## src/shared/pcfg_params.svh

```systemverilog
// register offsets, reset values and field sizes for the port 2/3 pin control block
`ifndef PCFG_PARAMS_SVH
`define PCFG_PARAMS_SVH
`define PCFG_ADDR_P2_DATA    8'ha0
`define PCFG_ADDR_P2_DRIVE   8'ha6
`define PCFG_ADDR_P3_DRIVE   8'ha7
`define PCFG_ADDR_P3_DATA    8'hb0
`define PCFG_ADDR_P2_BYPASS  8'hd6
`define PCFG_ADDR_P2_ANALOG  8'hf3
`define PCFG_ADDR_P3_ANALOG  8'hf4
`define PCFG_RST_DATA        8'hff
`define PCFG_RST_ANALOG      8'hff
`define PCFG_RST_DRIVE       8'h00
`define PCFG_RST_BYPASS      8'h00
`define PCFG_BIT_IDX_W       3
`endif

```

## src/shared/pcfg_pkg.sv

```systemverilog
// types for the port 2/3 pin control block
package pcfg_pkg;
   typedef logic [7:0] pcfg_byte_t;
   typedef enum logic [2:0] {
      PCFG_SEL_NONE    = 3'b000,
      PCFG_SEL_P2DATA  = 3'b001,
      PCFG_SEL_P3DATA  = 3'b010,
      PCFG_SEL_P2DRV   = 3'b011,
      PCFG_SEL_P3DRV   = 3'b100,
      PCFG_SEL_P2BYP   = 3'b101,
      PCFG_SEL_P2ANA   = 3'b110,
      PCFG_SEL_P3ANA   = 3'b111
   } pcfg_sel_e;
endpackage : pcfg_pkg

```

## src/core/pcfg_port23.sv

```systemverilog
// port 2 and port 3 pin control: data latches, pin readback, mode and skip registers
// Functional notes
// - data register write sets output latch low for 0, high for 1; reset all ones.
// - reading a data register returns the live levels of digital pins, not the latch; analog pins read 0.
// - data registers reachable from any page, by byte or single bit.
// - input mode bit 0 selects analog, 1 digital; resets to all ones.
// - analog pin has pull-up, output driver and input receiver all off.
// - output mode bit 0 selects open-drain, 1 push-pull; resets to zero.
// - output mode setting ignored while the pin is analog.
// - port 2 skip bit 1 makes crossbar pass the pin over; resets zero.
`timescale 1ns/1ps
`include "pcfg_params.svh"
module pcfg_port23 #(
   parameter int WIDTH = 8
) (
   input  wire logic             clk,
   input  wire logic             reset_n,
   input  wire logic [7:0]       regAddr,
   input  wire logic             regWrite,
   input  wire logic             regRead,
   input  wire logic [7:0]       regWdata,
   input  wire logic             bitWrite,
   input  wire logic [2:0]       bitIndex,
   input  wire logic             bitValue,
   output logic      [7:0]       regRdata,
   output logic                  regHit,
   input  wire logic [WIDTH-1:0] port2PinIn,
   output logic      [WIDTH-1:0] port2PinOut,
   output logic      [WIDTH-1:0] port2PinOe,
   output logic      [WIDTH-1:0] port2PullupEn,
   output logic      [WIDTH-1:0] port2InputEn,
   input  wire logic [WIDTH-1:0] port3PinIn,
   output logic      [WIDTH-1:0] port3PinOut,
   output logic      [WIDTH-1:0] port3PinOe,
   output logic      [WIDTH-1:0] port3PullupEn,
   output logic      [WIDTH-1:0] port3InputEn,
   output logic      [WIDTH-1:0] port2CrossbarSkip
);
   if (WIDTH != 8) begin : g_width_check
      $error("pcfg_port23: WIDTH must be 8");
   end
   if (`PCFG_BIT_IDX_W != $clog2(WIDTH)) begin : g_index_check
      $error("pcfg_port23: bit index width does not cover WIDTH");
   end

   function automatic pcfg_pkg::pcfg_sel_e decodeAddr(input logic [7:0] a);
      unique case (a)
         `PCFG_ADDR_P2_DATA:   decodeAddr = pcfg_pkg::PCFG_SEL_P2DATA;
         `PCFG_ADDR_P3_DATA:   decodeAddr = pcfg_pkg::PCFG_SEL_P3DATA;
         `PCFG_ADDR_P2_DRIVE:  decodeAddr = pcfg_pkg::PCFG_SEL_P2DRV;
         `PCFG_ADDR_P3_DRIVE:  decodeAddr = pcfg_pkg::PCFG_SEL_P3DRV;
         `PCFG_ADDR_P2_BYPASS: decodeAddr = pcfg_pkg::PCFG_SEL_P2BYP;
         `PCFG_ADDR_P2_ANALOG: decodeAddr = pcfg_pkg::PCFG_SEL_P2ANA;
         `PCFG_ADDR_P3_ANALOG: decodeAddr = pcfg_pkg::PCFG_SEL_P3ANA;
         default:              decodeAddr = pcfg_pkg::PCFG_SEL_NONE;
      endcase
   endfunction : decodeAddr

   // single-bit update of a byte; bit access reads latch, modifies, writes latch
   function automatic pcfg_pkg::pcfg_byte_t bitMerge(input pcfg_pkg::pcfg_byte_t base,
                                                      input logic [2:0] idx, input logic v);
      pcfg_pkg::pcfg_byte_t t;
      t = base;
      t[idx] = v;
      bitMerge = t;
   endfunction : bitMerge

   pcfg_pkg::pcfg_sel_e  sel;
   pcfg_pkg::pcfg_byte_t p2Data_r;
   pcfg_pkg::pcfg_byte_t p3Data_r;
   pcfg_pkg::pcfg_byte_t p2Drv_r;
   pcfg_pkg::pcfg_byte_t p3Drv_r;
   pcfg_pkg::pcfg_byte_t p2Byp_r;
   pcfg_pkg::pcfg_byte_t p2Ana_r;
   pcfg_pkg::pcfg_byte_t p3Ana_r;
   // write strobes; a byte write takes precedence over a bit write
   logic                 wrP2Data;
   logic                 wrP3Data;
   logic                 bitP2Data;
   logic                 bitP3Data;
   logic                 wrP2Ana;
   logic                 wrP3Ana;
   logic                 wrP2Drv;
   logic                 wrP3Drv;
   logic                 wrP2Byp;

   assign sel       = decodeAddr(regAddr);
   assign regHit    = (sel != pcfg_pkg::PCFG_SEL_NONE);
   assign wrP2Data  = regWrite & (sel == pcfg_pkg::PCFG_SEL_P2DATA);
   assign wrP3Data  = regWrite & (sel == pcfg_pkg::PCFG_SEL_P3DATA);
   assign bitP2Data = bitWrite & ~regWrite & (sel == pcfg_pkg::PCFG_SEL_P2DATA);
   assign bitP3Data = bitWrite & ~regWrite & (sel == pcfg_pkg::PCFG_SEL_P3DATA);
   assign wrP2Ana   = regWrite & (sel == pcfg_pkg::PCFG_SEL_P2ANA);
   assign wrP3Ana   = regWrite & (sel == pcfg_pkg::PCFG_SEL_P3ANA);
   assign wrP2Drv   = regWrite & (sel == pcfg_pkg::PCFG_SEL_P2DRV);
   assign wrP3Drv   = regWrite & (sel == pcfg_pkg::PCFG_SEL_P3DRV);
   assign wrP2Byp   = regWrite & (sel == pcfg_pkg::PCFG_SEL_P2BYP);

   // data latches are written by byte or by bit, with no page select
   always_ff @(posedge clk or negedge reset_n) begin
      if (!reset_n) begin
         p2Data_r <= `PCFG_RST_DATA;
      end else if (wrP2Data) begin
         p2Data_r <= regWdata;
      end else if (bitP2Data) begin
         p2Data_r <= bitMerge(p2Data_r, bitIndex, bitValue);
      end
   end

   always_ff @(posedge clk or negedge reset_n) begin
      if (!reset_n) begin
         p3Data_r <= `PCFG_RST_DATA;
      end else if (wrP3Data) begin
         p3Data_r <= regWdata;
      end else if (bitP3Data) begin
         p3Data_r <= bitMerge(p3Data_r, bitIndex, bitValue);
      end
   end

   // mode and skip registers, byte write only
   always_ff @(posedge clk or negedge reset_n) begin
      if (!reset_n) begin
         p2Ana_r <= `PCFG_RST_ANALOG;
      end else if (wrP2Ana) begin
         p2Ana_r <= regWdata;
      end
   end

   always_ff @(posedge clk or negedge reset_n) begin
      if (!reset_n) begin
         p3Ana_r <= `PCFG_RST_ANALOG;
      end else if (wrP3Ana) begin
         p3Ana_r <= regWdata;
      end
   end

   always_ff @(posedge clk or negedge reset_n) begin
      if (!reset_n) begin
         p2Drv_r <= `PCFG_RST_DRIVE;
      end else if (wrP2Drv) begin
         p2Drv_r <= regWdata;
      end
   end

   always_ff @(posedge clk or negedge reset_n) begin
      if (!reset_n) begin
         p3Drv_r <= `PCFG_RST_DRIVE;
      end else if (wrP3Drv) begin
         p3Drv_r <= regWdata;
      end
   end

   always_ff @(posedge clk or negedge reset_n) begin
      if (!reset_n) begin
         p2Byp_r <= `PCFG_RST_BYPASS;
      end else if (wrP2Byp) begin
         p2Byp_r <= regWdata;
      end
   end

   // read data registered; data registers return digital pin levels, analog pins read 0
   always_ff @(posedge clk or negedge reset_n) begin
      if (!reset_n) begin
         regRdata <= 8'h00;
      end else if (regRead) begin
         unique case (sel)
            pcfg_pkg::PCFG_SEL_P2DATA: regRdata <= port2PinIn & p2Ana_r;
            pcfg_pkg::PCFG_SEL_P3DATA: regRdata <= port3PinIn & p3Ana_r;
            pcfg_pkg::PCFG_SEL_P2DRV:  regRdata <= p2Drv_r;
            pcfg_pkg::PCFG_SEL_P3DRV:  regRdata <= p3Drv_r;
            pcfg_pkg::PCFG_SEL_P2BYP:  regRdata <= p2Byp_r;
            pcfg_pkg::PCFG_SEL_P2ANA:  regRdata <= p2Ana_r;
            pcfg_pkg::PCFG_SEL_P3ANA:  regRdata <= p3Ana_r;
            pcfg_pkg::PCFG_SEL_NONE:   regRdata <= 8'h00;
         endcase
      end
   end

   // pin cells, one per pin and port
   genvar i;
   generate
      for (i = 0; i < WIDTH; i = i + 1) begin : g_cell
         pcfg_pin_cell u_p2cell (
            .latch    (p2Data_r[i]),
            .digital  (p2Ana_r[i]),
            .pushPull (p2Drv_r[i]),
            .pinOut   (port2PinOut[i]),
            .pinOe    (port2PinOe[i]),
            .pullupEn (port2PullupEn[i]),
            .inputEn  (port2InputEn[i])
         );
         pcfg_pin_cell u_p3cell (
            .latch    (p3Data_r[i]),
            .digital  (p3Ana_r[i]),
            .pushPull (p3Drv_r[i]),
            .pinOut   (port3PinOut[i]),
            .pinOe    (port3PinOe[i]),
            .pullupEn (port3PullupEn[i]),
            .inputEn  (port3InputEn[i])
         );
      end
   endgenerate

   assign port2CrossbarSkip = p2Byp_r;

endmodule : pcfg_port23

// one pad cell: mode bits to driver, pull-up and receiver enables
module pcfg_pin_cell (
   input  wire logic latch,
   input  wire logic digital,
   input  wire logic pushPull,
   output logic      pinOut,
   output logic      pinOe,
   output logic      pullupEn,
   output logic      inputEn
);
   // push-pull drives both levels; open-drain drives only a low
   assign pinOut   = latch;
   assign pinOe    = digital & (pushPull | ~latch);
   // weak pull-up only on a released open-drain digital pin
   assign pullupEn = digital & ~pushPull & latch;
   assign inputEn  = digital;
endmodule : pcfg_pin_cell

```

## config.mk

```make
export PLATFORM = sky130hd
export DESIGN_NAME = pcfg_port23
export DESIGN_NICKNAME = d
export VERILOG_FILES = /design/src/shared/pcfg_pkg.sv /design/src/core/pcfg_port23.sv
export VERILOG_INCLUDE_DIRS = /design/src /design/src/shared
export SDC_FILE = /design/constraint.sdc
export NUM_CORES = 1
export LEC_CHECK = 0
export BUFFER_PORTS_ARGS = -buffer_cell sky130_fd_sc_hd__clkbuf_2
export CAP_MARGIN = 20
export CORE_AREA = 3 3 91 93
export CTS_BUF_LIST = sky130_fd_sc_hd__clkbuf_16
export DETAILED_ROUTE_END_ITERATION = 12
export DIE_AREA = 0 0 94 96
export GPL_ROUTABILITY_DRIVEN = 0
export PLACE_DENSITY_LB_ADDON = 0.12
export REMOVE_ABC_BUFFERS = 1
export SYNTH_ARGS = -nofsm -noshare
export SYNTH_HDL_FRONTEND = slang
export SYNTH_HIERARCHICAL = 1
export SYNTH_SLANG_ARGS = --single-unit
```

## constraint.sdc

```tcl
create_clock -name clk -period 1.3 [get_ports clk]
set_input_delay 0.065 -clock clk [delete_from_list [all_inputs] [get_ports clk]]
set_output_delay 0.065 -clock clk [all_outputs]
set_load 0.005 [all_outputs]
```

==> reports/metrics.cfg, run 1 <==
[floorplanning]
std_cell_rows=32
dieWidth_um=94
floorplan.io_pins=122
dieHeight_um=96
initial_core_util_pct=50.76
core_sq_um=7607
fp.dieArea_sq_um=9024

[sta]
fin_crit_sh_pct=110.7
fin_skew_ns=0.005157
relSlewSlack_pct=63.10
slew_violations=0
setup_slack_ns=-0.1389
hold_viol=0
min_period_ns=1.439
worst_pin_slew_ns=0.5477
max_freq_ghz=0.6950
rsz0062_at_grt=yes
setup_viol=10

[pwr]
switching_share_pct=24.90
p_sw_mw=1.389
internal_power_mw=4.189
p_leak_nw=2.558
power_density_nw_per_um2=1058
vdd_drop_max_mv=0.8136
combPwrFrac_pct=13.0
clkPwrFrac_pct=46.2
seqPwrFrac_pct=40.8

[yosys]
ys.flop_type=dfstp_2
ys_seq_area_share_pct=42.51
yosys_warnings=6
async_flop_share_pct=100.0
synth_area_sq_um=3861
avgSynthCellArea_sq_um=10.08
synth_edf_count=0
ys_types=45
ys_ff_latch=64
synthCells=383

[global_route]
grt_antenna_before_repair=0
grt_pass1_wl_um=17450
grt_pass1_vias=3331
grt_max_degree=65
grt-ovfl-total=0
grt_usage_pct=25.86

[worst_setup_path]
start_kind=input port
slowest_delay_ns=0.54
reg2reg_slack_ns=0.06
path_buf_inv=1
critical_path_required_ns=1.55
worstSetupEndpoint=p2Data_r[4]
criticalPathCategory=input port to flop
path_common_cell=mux2_4
ff2ff_path_depth=4
arrival_ns=1.69
startpoint=regAddr[6]
crit_family=simple AND/OR/NAND/NOR gates
worstPathMaxFanout=4
cp_num_cells=5
crit_path_end_kind=flop
cp_slowest_cell=or4bb_4
crit_chain=buf_6 -> or4bb_4 -> or3_4 -> mux2_4 -> mux2_4
r2r-start=p2Ana_r[5]
r2r-end=regRdata[5]

[clocking]
cts_buffer_depth=2
clock-sinks=64
path_clk_slew_ns=0.06
cts_max_level=3
cts_buffers=9
clk_latency_ns=0.32
root_buffer=clkbuf_16
cts_tree=built

[drt]
antenna_left=0
wl_um=11750
drc=0
vias_per_cell=5.693
wl_per_cell_um=18.71
first_pass_iters=4
via_count=3575
drt_iter0_drc=272

[place]
place_area_sq_um=4643
dp_hpwl_um=7980
dp_cells=602
portBuffers=121

[finish]
drive_gt1_share_pct=56.27
syn_to_final_growth_pct=36.49
nets=562
n_antenna_cell=0
design_area_sq_um=5270
fin_cells=628

[flow_run]
maxCapViolations=0

[run_status]
status=finished with violations
violations=setup timing

[worst_hold_path]
hold_path.class=input port to flop

[power by group through the flow]
stage	logic [mW]	clock network, mW	registers, mW
2_1_floorplan	0.253	0	2.27
3_3_place_gp	0.651	0	2.29
3_5_place_dp	0.658	0	2.30
4_1_cts	0.686	2.59	2.27
5_1_grt	0.794	2.69	2.29
6_report	0.725	2.58	2.27
[worst min-delay path by stage]
stage | start | to | slack, ns | cells after the start
6_report | regWdata[7] | p2Ana_r[7] | 0.08 | 2
5_1_grt | regWdata[4] | p3Drv_r[4] | 0.09 | 2
4_1_cts | regWdata[1] | p2Ana_r[1] | 0.08 | 2
3_5_place_dp | reset_n | regRdata[6] | 0.10 | 2
3_3_place_gp | reset_n | regRdata[6] | 0.10 | 2
2_1_floorplan | reset_n | p2Drv_r[0] | -0.23 | 0
[worst reg2reg max path, stage by stage (launching register included)]
cell and delay, ns:
dfstp_2 0.58, buf_4 0.13, a22oi_1 0.07, o22a_1 0.21, a31oi_1 0.17
[cell type report]
class / count / area, sq um
fill: 597 / 2337
multi-input combinational: 252 / 1974
sequential: 64 / 1642
timing repair buffer: 176 / 1139
clock buffer: 9 / 225.2
tap: 102 / 127.6
clock inverter: 7 / 95.09
inverter: 18 / 67.56
[routing by layer]
layer	GRT usage (%)	vias to the layer above	share of wire [%]
met1	35.79	1757	44
li1	-	1651	-
met5	0	-	0
met4	10.59	0	3.0
met2	40.51	142	47
met3	4.300	25	6.1
[cells in the mapped netlist, types with 2 or more instances]
cell type / number / area share (%)
or2_2: 2 / 0.32
o32a_1: 2 / 0.52
nor3_1: 6 / 0.78
nor2_1: 19 / 1.8
nand2b_1: 5 / 0.81
a21oi_1: 13 / 1.7
mux2_2: 42 / 12
a22oi_1: 14 / 2.7
nor4_1: 2 / 0.32
o22ai_1: 6 / 0.97
inv_1: 18 / 1.7
o22a_1: 9 / 2.0
nor2b_1: 4 / 0.65
buf_1: 2 / 0.19
dfstp_2: 32 / 22
nand2_1: 17 / 1.7
nand3_1: 10 / 1.3
dfrtp_1: 32 / 21
o21ai_0: 13 / 1.7
and3_1: 16 / 2.6
buf_4: 32 / 6.2
a31oi_1: 21 / 3.4
clkbuf_1: 12 / 1.2
a21boi_1: 16 / 3.1
mux2_4: 2 / 0.78
mux2i_1: 14 / 3.6
buf_6: 2 / 0.58
nor4bb_1: 3 / 0.78
[stage by stage]
| stage | power (mW) | hold slack (ns) | setup TNS, ns | utilization, % | worst slack, ns |
|---|---|---|---|---|---|
| global placement | 2.943 | 0.1045 | -21.81 | 61.04 | -0.5237 |
| detailed placement | 2.956 | 0.1002 | -22.19 | 61.04 | -0.5475 |
| finish | 5.578 | 0.08303 | -0.5074 | 69.28 | -0.1389 |
| global route | 5.778 | 0.09485 | -1.265 | 69.28 | -0.1560 |
| CTS | 5.545 | 0.08376 | -0.5501 | 66.43 | -0.1370 |
| floorplan | 2.526 | -0.2306 | -14.28 | - | -0.7001 |
[registers in the layout (all words and copies together), names as in the netlist]
register / cells
p2Ana_r: 8
p2Data_r: 8
p2Drv_r: 8
p3Ana_r: 8
p3Data_r: 8
p3Drv_r: 8
port2CrossbarSkip: 8
regRdata: 8
[cell families after synthesis]
logic type | Yosys count | synth area share [%]
AO/OA/AOI/OAI | 100 | 17.43
buffers and inverters | 67 | 10.05
flip-flops | 64 | 42.51
multiplexers | 58 | 16.66
AND/OR/NAND/NOR | 94 | 13.35
[repair_timing]
action                                 in CTS  in global routing
gates cloned                                0                  1
hold buffers                                1                  0
endpoints found under the hold margin      32                  0
pin swaps                                   5                 12
resized for setup                          18                 34
setup endpoints to repair                  41                 46
setup buffers                               0                  8
[layout by cell type (no fill, tap or decap), drive strengths merged, types with 4 or more instances in the layout]
master / count
a21boi: 16
o21ai: 13
mux2i: 14
nor3: 6
nor2: 19
inv: 19
and3: 16
o22ai: 6
nor2b: 4
nand2: 17
nand3: 10
a31oi: 21
buf: 58
dfstp: 32
mux2: 44
dfrtp: 32
nand2b: 5
o22a: 9
a22oi: 14
clkbuf: 126
a21oi: 13
No activity file was read; power rests on OpenSTA's default activity.
==> run 2, diff against run 1 <==
--- a/config.mk
+++ b/config.mk
@@ -6,12 +6,13 @@
 export SDC_FILE = /design/constraint.sdc
 export NUM_CORES = 1
 export LEC_CHECK = 0
-export BUFFER_PORTS_ARGS = -buffer_cell sky130_fd_sc_hd__clkbuf_2
+export ABC_AREA = 1
 export CAP_MARGIN = 20
-export CORE_AREA = 3 3 91 93
+export CORE_AREA = 3 3 89 91
 export CTS_BUF_LIST = sky130_fd_sc_hd__clkbuf_16
 export DETAILED_ROUTE_END_ITERATION = 12
-export DIE_AREA = 0 0 94 96
+export DIE_AREA = 0 0 92 94
+export DONT_BUFFER_PORTS = 1
 export GPL_ROUTABILITY_DRIVEN = 0
 export PLACE_DENSITY_LB_ADDON = 0.12
 export REMOVE_ABC_BUFFERS = 1
==> run 2 against run 1 <==
Effect of this change: the flow finishes with violations (hold timing); sequential share of layout area rose by 4.4 points; combinational power down 41%; core utilization is 5.3 points lower; first-iteration DRC count up 2.6%; clock power shrank 12%; critical path type is now flop to output port; cell count grew 6.2%; power decreased by 11%; sequential power barely moved; critical path depth decreased by 3; worst setup slack better by 0.17 ns; clock-buffer cell count unchanged.
==> reports/metrics.cfg, run 2 <==
[run_status]
status=finished with violations
violations=hold timing

[clocking]
cts_max_level=3
postCtsHoldBufs=16
cts_buffers=9
postCtsSetupRepairBufs=0
cts_buffer_depth=2
clock-sinks=64
root_buffer=clkbuf_16
clk_latency_ns=0.32
path_clk_slew_ns=0.05
cts_tree=built

[pwr]
p_leak_nw=2.083
vdd_drop_max_mv=0.6310
power_density_nw_per_um2=1072

[global_route]
grt-ovfl-total=0
grt_usage_pct=28.13
grt_max_degree=65
grt_pass1_vias=3697
grt_pass1_wl_um=18960
grt_antenna_before_repair=0

[finish]
nets=604
drive_gt1_share_pct=19.89
mostFrequentLayoutCells=nand2_1 (128), inv_1 (68), nand3_1 (62)
fillerInstances=648
layout_commonest_cell=nand2_1
final_util_pct=63.98
syn_to_final_growth_pct=8.150
n_antenna_cell=0

[sta]
min_period_ns=1.265
tns_ns=0
rsz0062_at_grt=no
slew_violations=0
hold_viol=64
setup_viol=0
fin_crit_sh_pct=97.30
max_freq_ghz=0.7906
hold_slack_ns=-0.5700
fin_skew_ns=0.004152
worst_pin_slew_ns=0.5898
relSlewSlack_pct=60.55

[yosys]
synth_area_sq_um=4268
synth.top_cells.by_area=dfstp_2 (20%), dfrtp_1 (19%), nand2_1 (11%)
synth_top_area_share_pct=19.70
avgSynthCellArea_sq_um=7.514
synth_largest_area_cell=dfstp_2
synth.most_common_cell=nand2_1
ys_types=28
ys_ff_latch=64
synth_common_cells=nand2_1 (128), inv_1 (66), nand3_1 (62)
ys.flop_type=dfstp_2
yosys_warnings=6
ys_seq_area_share_pct=38.46
synthCells=568
async_flop_share_pct=100.0
synth_edf_count=0

[drt]
antenna_left=0
first_pass_iters=5
drt_iter0_drc=279
via_count=3787
drc=0
wl_per_cell_um=17.61
vias_per_cell=5.678
wl_um=11750

[worst_setup_path]
start_kind=flop
crit_path_end_kind=output port
r2r-end=regRdata[4]
crit_family=flip-flops
r2r-start=p3Ana_r[4]
ff2ff_path_depth=5
reg2reg_slack_ns=0.15
arrival_ns=1.20
criticalPathCategory=flop to output port
critical_path_required_ns=1.24
cp_slowest_cell=dfstp_2
crit_chain=inv_1 -> a21oi_1
path_buf_inv=1
worstPathMaxFanout=5
slowest_delay_ns=0.58

[place]
dp_hpwl_um=8720
portBuffers=0

[floorplanning]
core_sq_um=7214
dieHeight_um=94
fp.dieArea_sq_um=8648
floorplan.io_pins=122
initial_core_util_pct=59.16
dieWidth_um=92
std_cell_rows=31

[flow_run]
maxCapViolations=0

[worst_hold_path]
hold_path.class=input port to async pin

-- run 2: worst max path at each step --
stage | endpoint | start | depth (start not counted) | slack, ns
finish | port3PinOe[5] | p3Ana_r[5] | 2 | 0.04
global route | port3PinOe[5] | p3Ana_r[5] | 2 | 0.02
CTS | port3PinOe[5] | p3Ana_r[5] | 2 | 0.04
detailed placement | p2Data_r[2] | regAddr[6] | 9 | 0.03
global placement | p2Data_r[7] | regAddr[6] | 9 | 0.04
floorplan | p2Drv_r[0] | regAddr[6] | 7 | 0.10
-- run 2: area by class of cell --
type                       count  area [sq um]  share of cell area [%]
timing repair buffer          32         280.3                   6.072
sequential                    64          1642                   35.57
clock buffer                   9         225.2                   4.879
inverter                      72         270.3                   5.855
multi-input combinational    384          2019                   43.75
tap                           99         123.9                   2.684
clock inverter                 7         55.05                   1.193
-- run 2: power by group --
group          internal, mW  total [mW]  switching [mW]
Clock                  1.45        2.27           0.818
Combinational         0.165       0.428           0.263
Sequential             2.13        2.26           0.130
-- run 2: cells by family (layout without fill, tap and decap cells) --
group | after synthesis | after routing | share of synthesized area (%)
flip-flops | 64 | 64 | 38.46
buffers and inverters | 120 | 120 | 14.31
AND/OR/NAND/NOR | 281 | 281 | 32.45
AO/OA/AOI/OAI | 103 | 103 | 14.78
-- run 2: per-stage QoR --
step                total power, mW  instances  hold WS [ns]  instance area (sq um)  setup slack (ns)
floorplan                     2.522        520       -0.2306                   3928            0.1023
global placement              2.636        635       -0.2288                   4172           0.04209
detailed placement            2.650        635       -0.2290                   4172           0.03065
CTS                           4.969        667       -0.5767                   4612           0.03964
global route                  5.136        667       -0.5785                   4616           0.01509
finish                        4.950        667       -0.5700                   4616           0.03514
-- run 2: what timing repair did --
action	4_1_cts	5_1_grt
hold endpoints to repair	101	64
setup endpoints to repair	0	1
gates resized for setup	0	1
-- run 2: worst register-to-register path, stage by stage (launching register included) --
cell and delay, ns:
dfstp_2 0.60, nand2_1 0.08, nand3b_1 0.15, nand3_1 0.09, nor2_1 0.05, a21oi_1 0.11
-- run 2: metal layers --
layer	vias up	global-route usage (%)	part of all wire, %
met5	-	0	0
met4	0	12.00	2.2
met3	22	5.849	8.2
met2	165	44.59	47
met1	1796	37.45	42
li1	1804	-	-
==> run 3, diff against run 2 <==
--- a/config.mk
+++ b/config.mk
@@ -7,12 +7,12 @@
 export NUM_CORES = 1
 export LEC_CHECK = 0
 export ABC_AREA = 1
+export BUFFER_PORTS_ARGS = -buffer_cell sky130_fd_sc_hd__clkbuf_2
 export CAP_MARGIN = 20
-export CORE_AREA = 3 3 89 91
+export CORE_AREA = 3 3 94 96
 export CTS_BUF_LIST = sky130_fd_sc_hd__clkbuf_16
 export DETAILED_ROUTE_END_ITERATION = 12
-export DIE_AREA = 0 0 92 94
-export DONT_BUFFER_PORTS = 1
+export DIE_AREA = 0 0 97 99
 export GPL_ROUTABILITY_DRIVEN = 0
 export PLACE_DENSITY_LB_ADDON = 0.12
 export REMOVE_ABC_BUFFERS = 1
==> run 3 against run 2 <==
Effect of this change: the flow now finishes without violations; clock-buffer cell count is the same; largest cell class unchanged; maximum frequency shrank 1.1%; critical path depth grew 1; non-clock buffer count grew 133; wire length grew 8.0%; via count grew 14%.
==> reports/metrics.cfg, run 3 (synthesis gave the netlist of run 2 again) <==
[worst_setup_path]
ff2ff_path_depth=6
arrival_ns=1.21
critical_path_required_ns=1.24
start_kind=flop
reg2reg_slack_ns=0.07
worstSetupEndpoint=port3PinOe[7]
worstPathMaxFanout=4
r2r-end=regRdata[3]
r2r-start=p3Ana_r[3]
crit_path_end_kind=output port
cp_slowest_cell=dfstp_2
slowest_delay_ns=0.56
criticalPathCategory=flop to output port
crit_chain=inv_1 -> a21oi_1 -> clkbuf_2
startpoint=p3Ana_r[7]

[global_route]
grt_max_degree=65
grt_usage_pct=26.50
grt_pass1_wl_um=20390
grt_antenna_before_repair=0
grt_pass1_vias=4009
grt-ovfl-total=0

[clocking]
clock-sinks=64
cts_max_level=3
clk_latency_ns=0.33
cts_buffer_depth=2
path_clk_slew_ns=0.06
root_buffer=clkbuf_16
cts_buffers=9
cts_tree=built

[pwr]
vdd_drop_max_mv=0.5856
power_density_nw_per_um2=1016
p_leak_nw=2.719

[sta]
tns_ns=0
fin_skew_ns=0.006326
worst_pin_slew_ns=0.3716
setup_viol=0
fin_crit_sh_pct=98.39
hold_slack_ns=0.01910
min_period_ns=1.279
max_freq_ghz=0.7818
hold_viol=0
relSlewSlack_pct=75.14
setup_slack_ns=0.02087
slew_violations=0

[drt]
via_count=4331
wl_um=12680
vias_per_cell=5.373
drt_iter0_drc=245
wl_per_cell_um=15.73
drc=0
first_pass_iters=5
antenna_left=0

[finish]
fillerInstances=719
multi_input_area_sq_um=2038
design_area_sq_um=5369
n_antenna_cell=0
layout_commonest_cell=nand2_1
nets=737
syn_to_final_growth_pct=25.80
drive_gt1_share_pct=38.66
mostFrequentLayoutCells=nand2_1 (128), clkbuf_2 (119), inv_1 (64)
ff_latch_area_sq_um=1642

[place]
portBuffers=121
dp_hpwl_um=9502
place_ws_ns=0.02640
place_area_sq_um=4875

[floorplanning]
fp.dieArea_sq_um=9603
dieWidth_um=97
std_cell_rows=33
core_sq_um=8134
floorplan.io_pins=122
dieHeight_um=99
initial_core_util_pct=52.47

[run_status]
status=finished, final reports clean

[flow_run]
maxCapViolations=0

[worst_hold_path]
hold_path.class=input port to flop

==> run 3: cell types whose count changed in the layout (fill, tap and decap cells not counted), moves of 2 or more <==
cell / previous run / this run
dlygate4sd3_1: 16 / 1
inv_2: 6 / 8
inv_1: 68 / 64
a21oi_2: 1 / 6
buf_2: 0 / 2
clkbuf_2: 0 / 119
buf_12: 0 / 3
buf_4: 16 / 40
a21oi_1: 22 / 17
==> run 3: where the power goes <==
part	internal [mW]	switching (mW)
registers	2.12	0.0956
clock network	1.66	0.902
logic	0.275	0.396
==> run 3: per-stage QoR <==
stage / utilization, % / std cells / total power, mW
finish: 66.01 / 806 / 5.453
global route: 66.01 / 806 / 5.655
CTS: 63.97 / 787 / 5.413
detailed placement: 59.93 / 769 / 2.868
global placement: 59.93 / 769 / 2.853
floorplan: - / 520 / 2.522
==> run 3: routing by layer <==
metal  vias up  routed length [um]  track usage [%]
met5         -                   0                0
met4         0                 218            8.747
met1      2058                5481            36.76
met3        21                1015            5.025
met2       188                5966            41.93
li1       2064                   -                -
==> run 3: how the worst min path moves through the flow <==
stage | startpoint | endpoint | slack (ns) | cells after the start
after floorplan | reset_n | p2Drv_r[0] | -0.23 | 0
after global placement | reset_n | regRdata[6] | 0.11 | 2
after detailed placement | reset_n | port2CrossbarSkip[6] | 0.11 | 2
after CTS | regWdata[4] | p3Data_r[4] | 0.02 | 3
after global routing | regWdata[4] | p3Data_r[4] | 0.02 | 3
final | regWdata[4] | p3Data_r[4] | 0.02 | 3
==> run 3: worst max-delay path, delay by kind of cell (launching register included) <==
| kind | cells | cell delay, ns |
|---|---|---|
| compound gates | 1 | 0.13 |
| flops | 1 | 0.56 |
| buf+inv | 2 | 0.20 |
==> run 3: layout make-up <==
type | instances | area share (%)
inverters | 72 | 5.034
well taps | 105 | 2.447
clock inverters | 7 | 1.608
repair buffers | 165 | 18.18
flip-flops and latches | 64 | 30.58
clock buffers | 9 | 4.195
multi-input cells | 384 | 37.96
==> run 3: timing repair <==
action                                  4_1_cts  5_1_grt
resized for setup                             0       10
endpoints found under the setup margin        5       22
hold buffers                                  1        0
pin swaps                                     0        0
hold endpoints to repair                     32        0
setup buffers                                 2       19
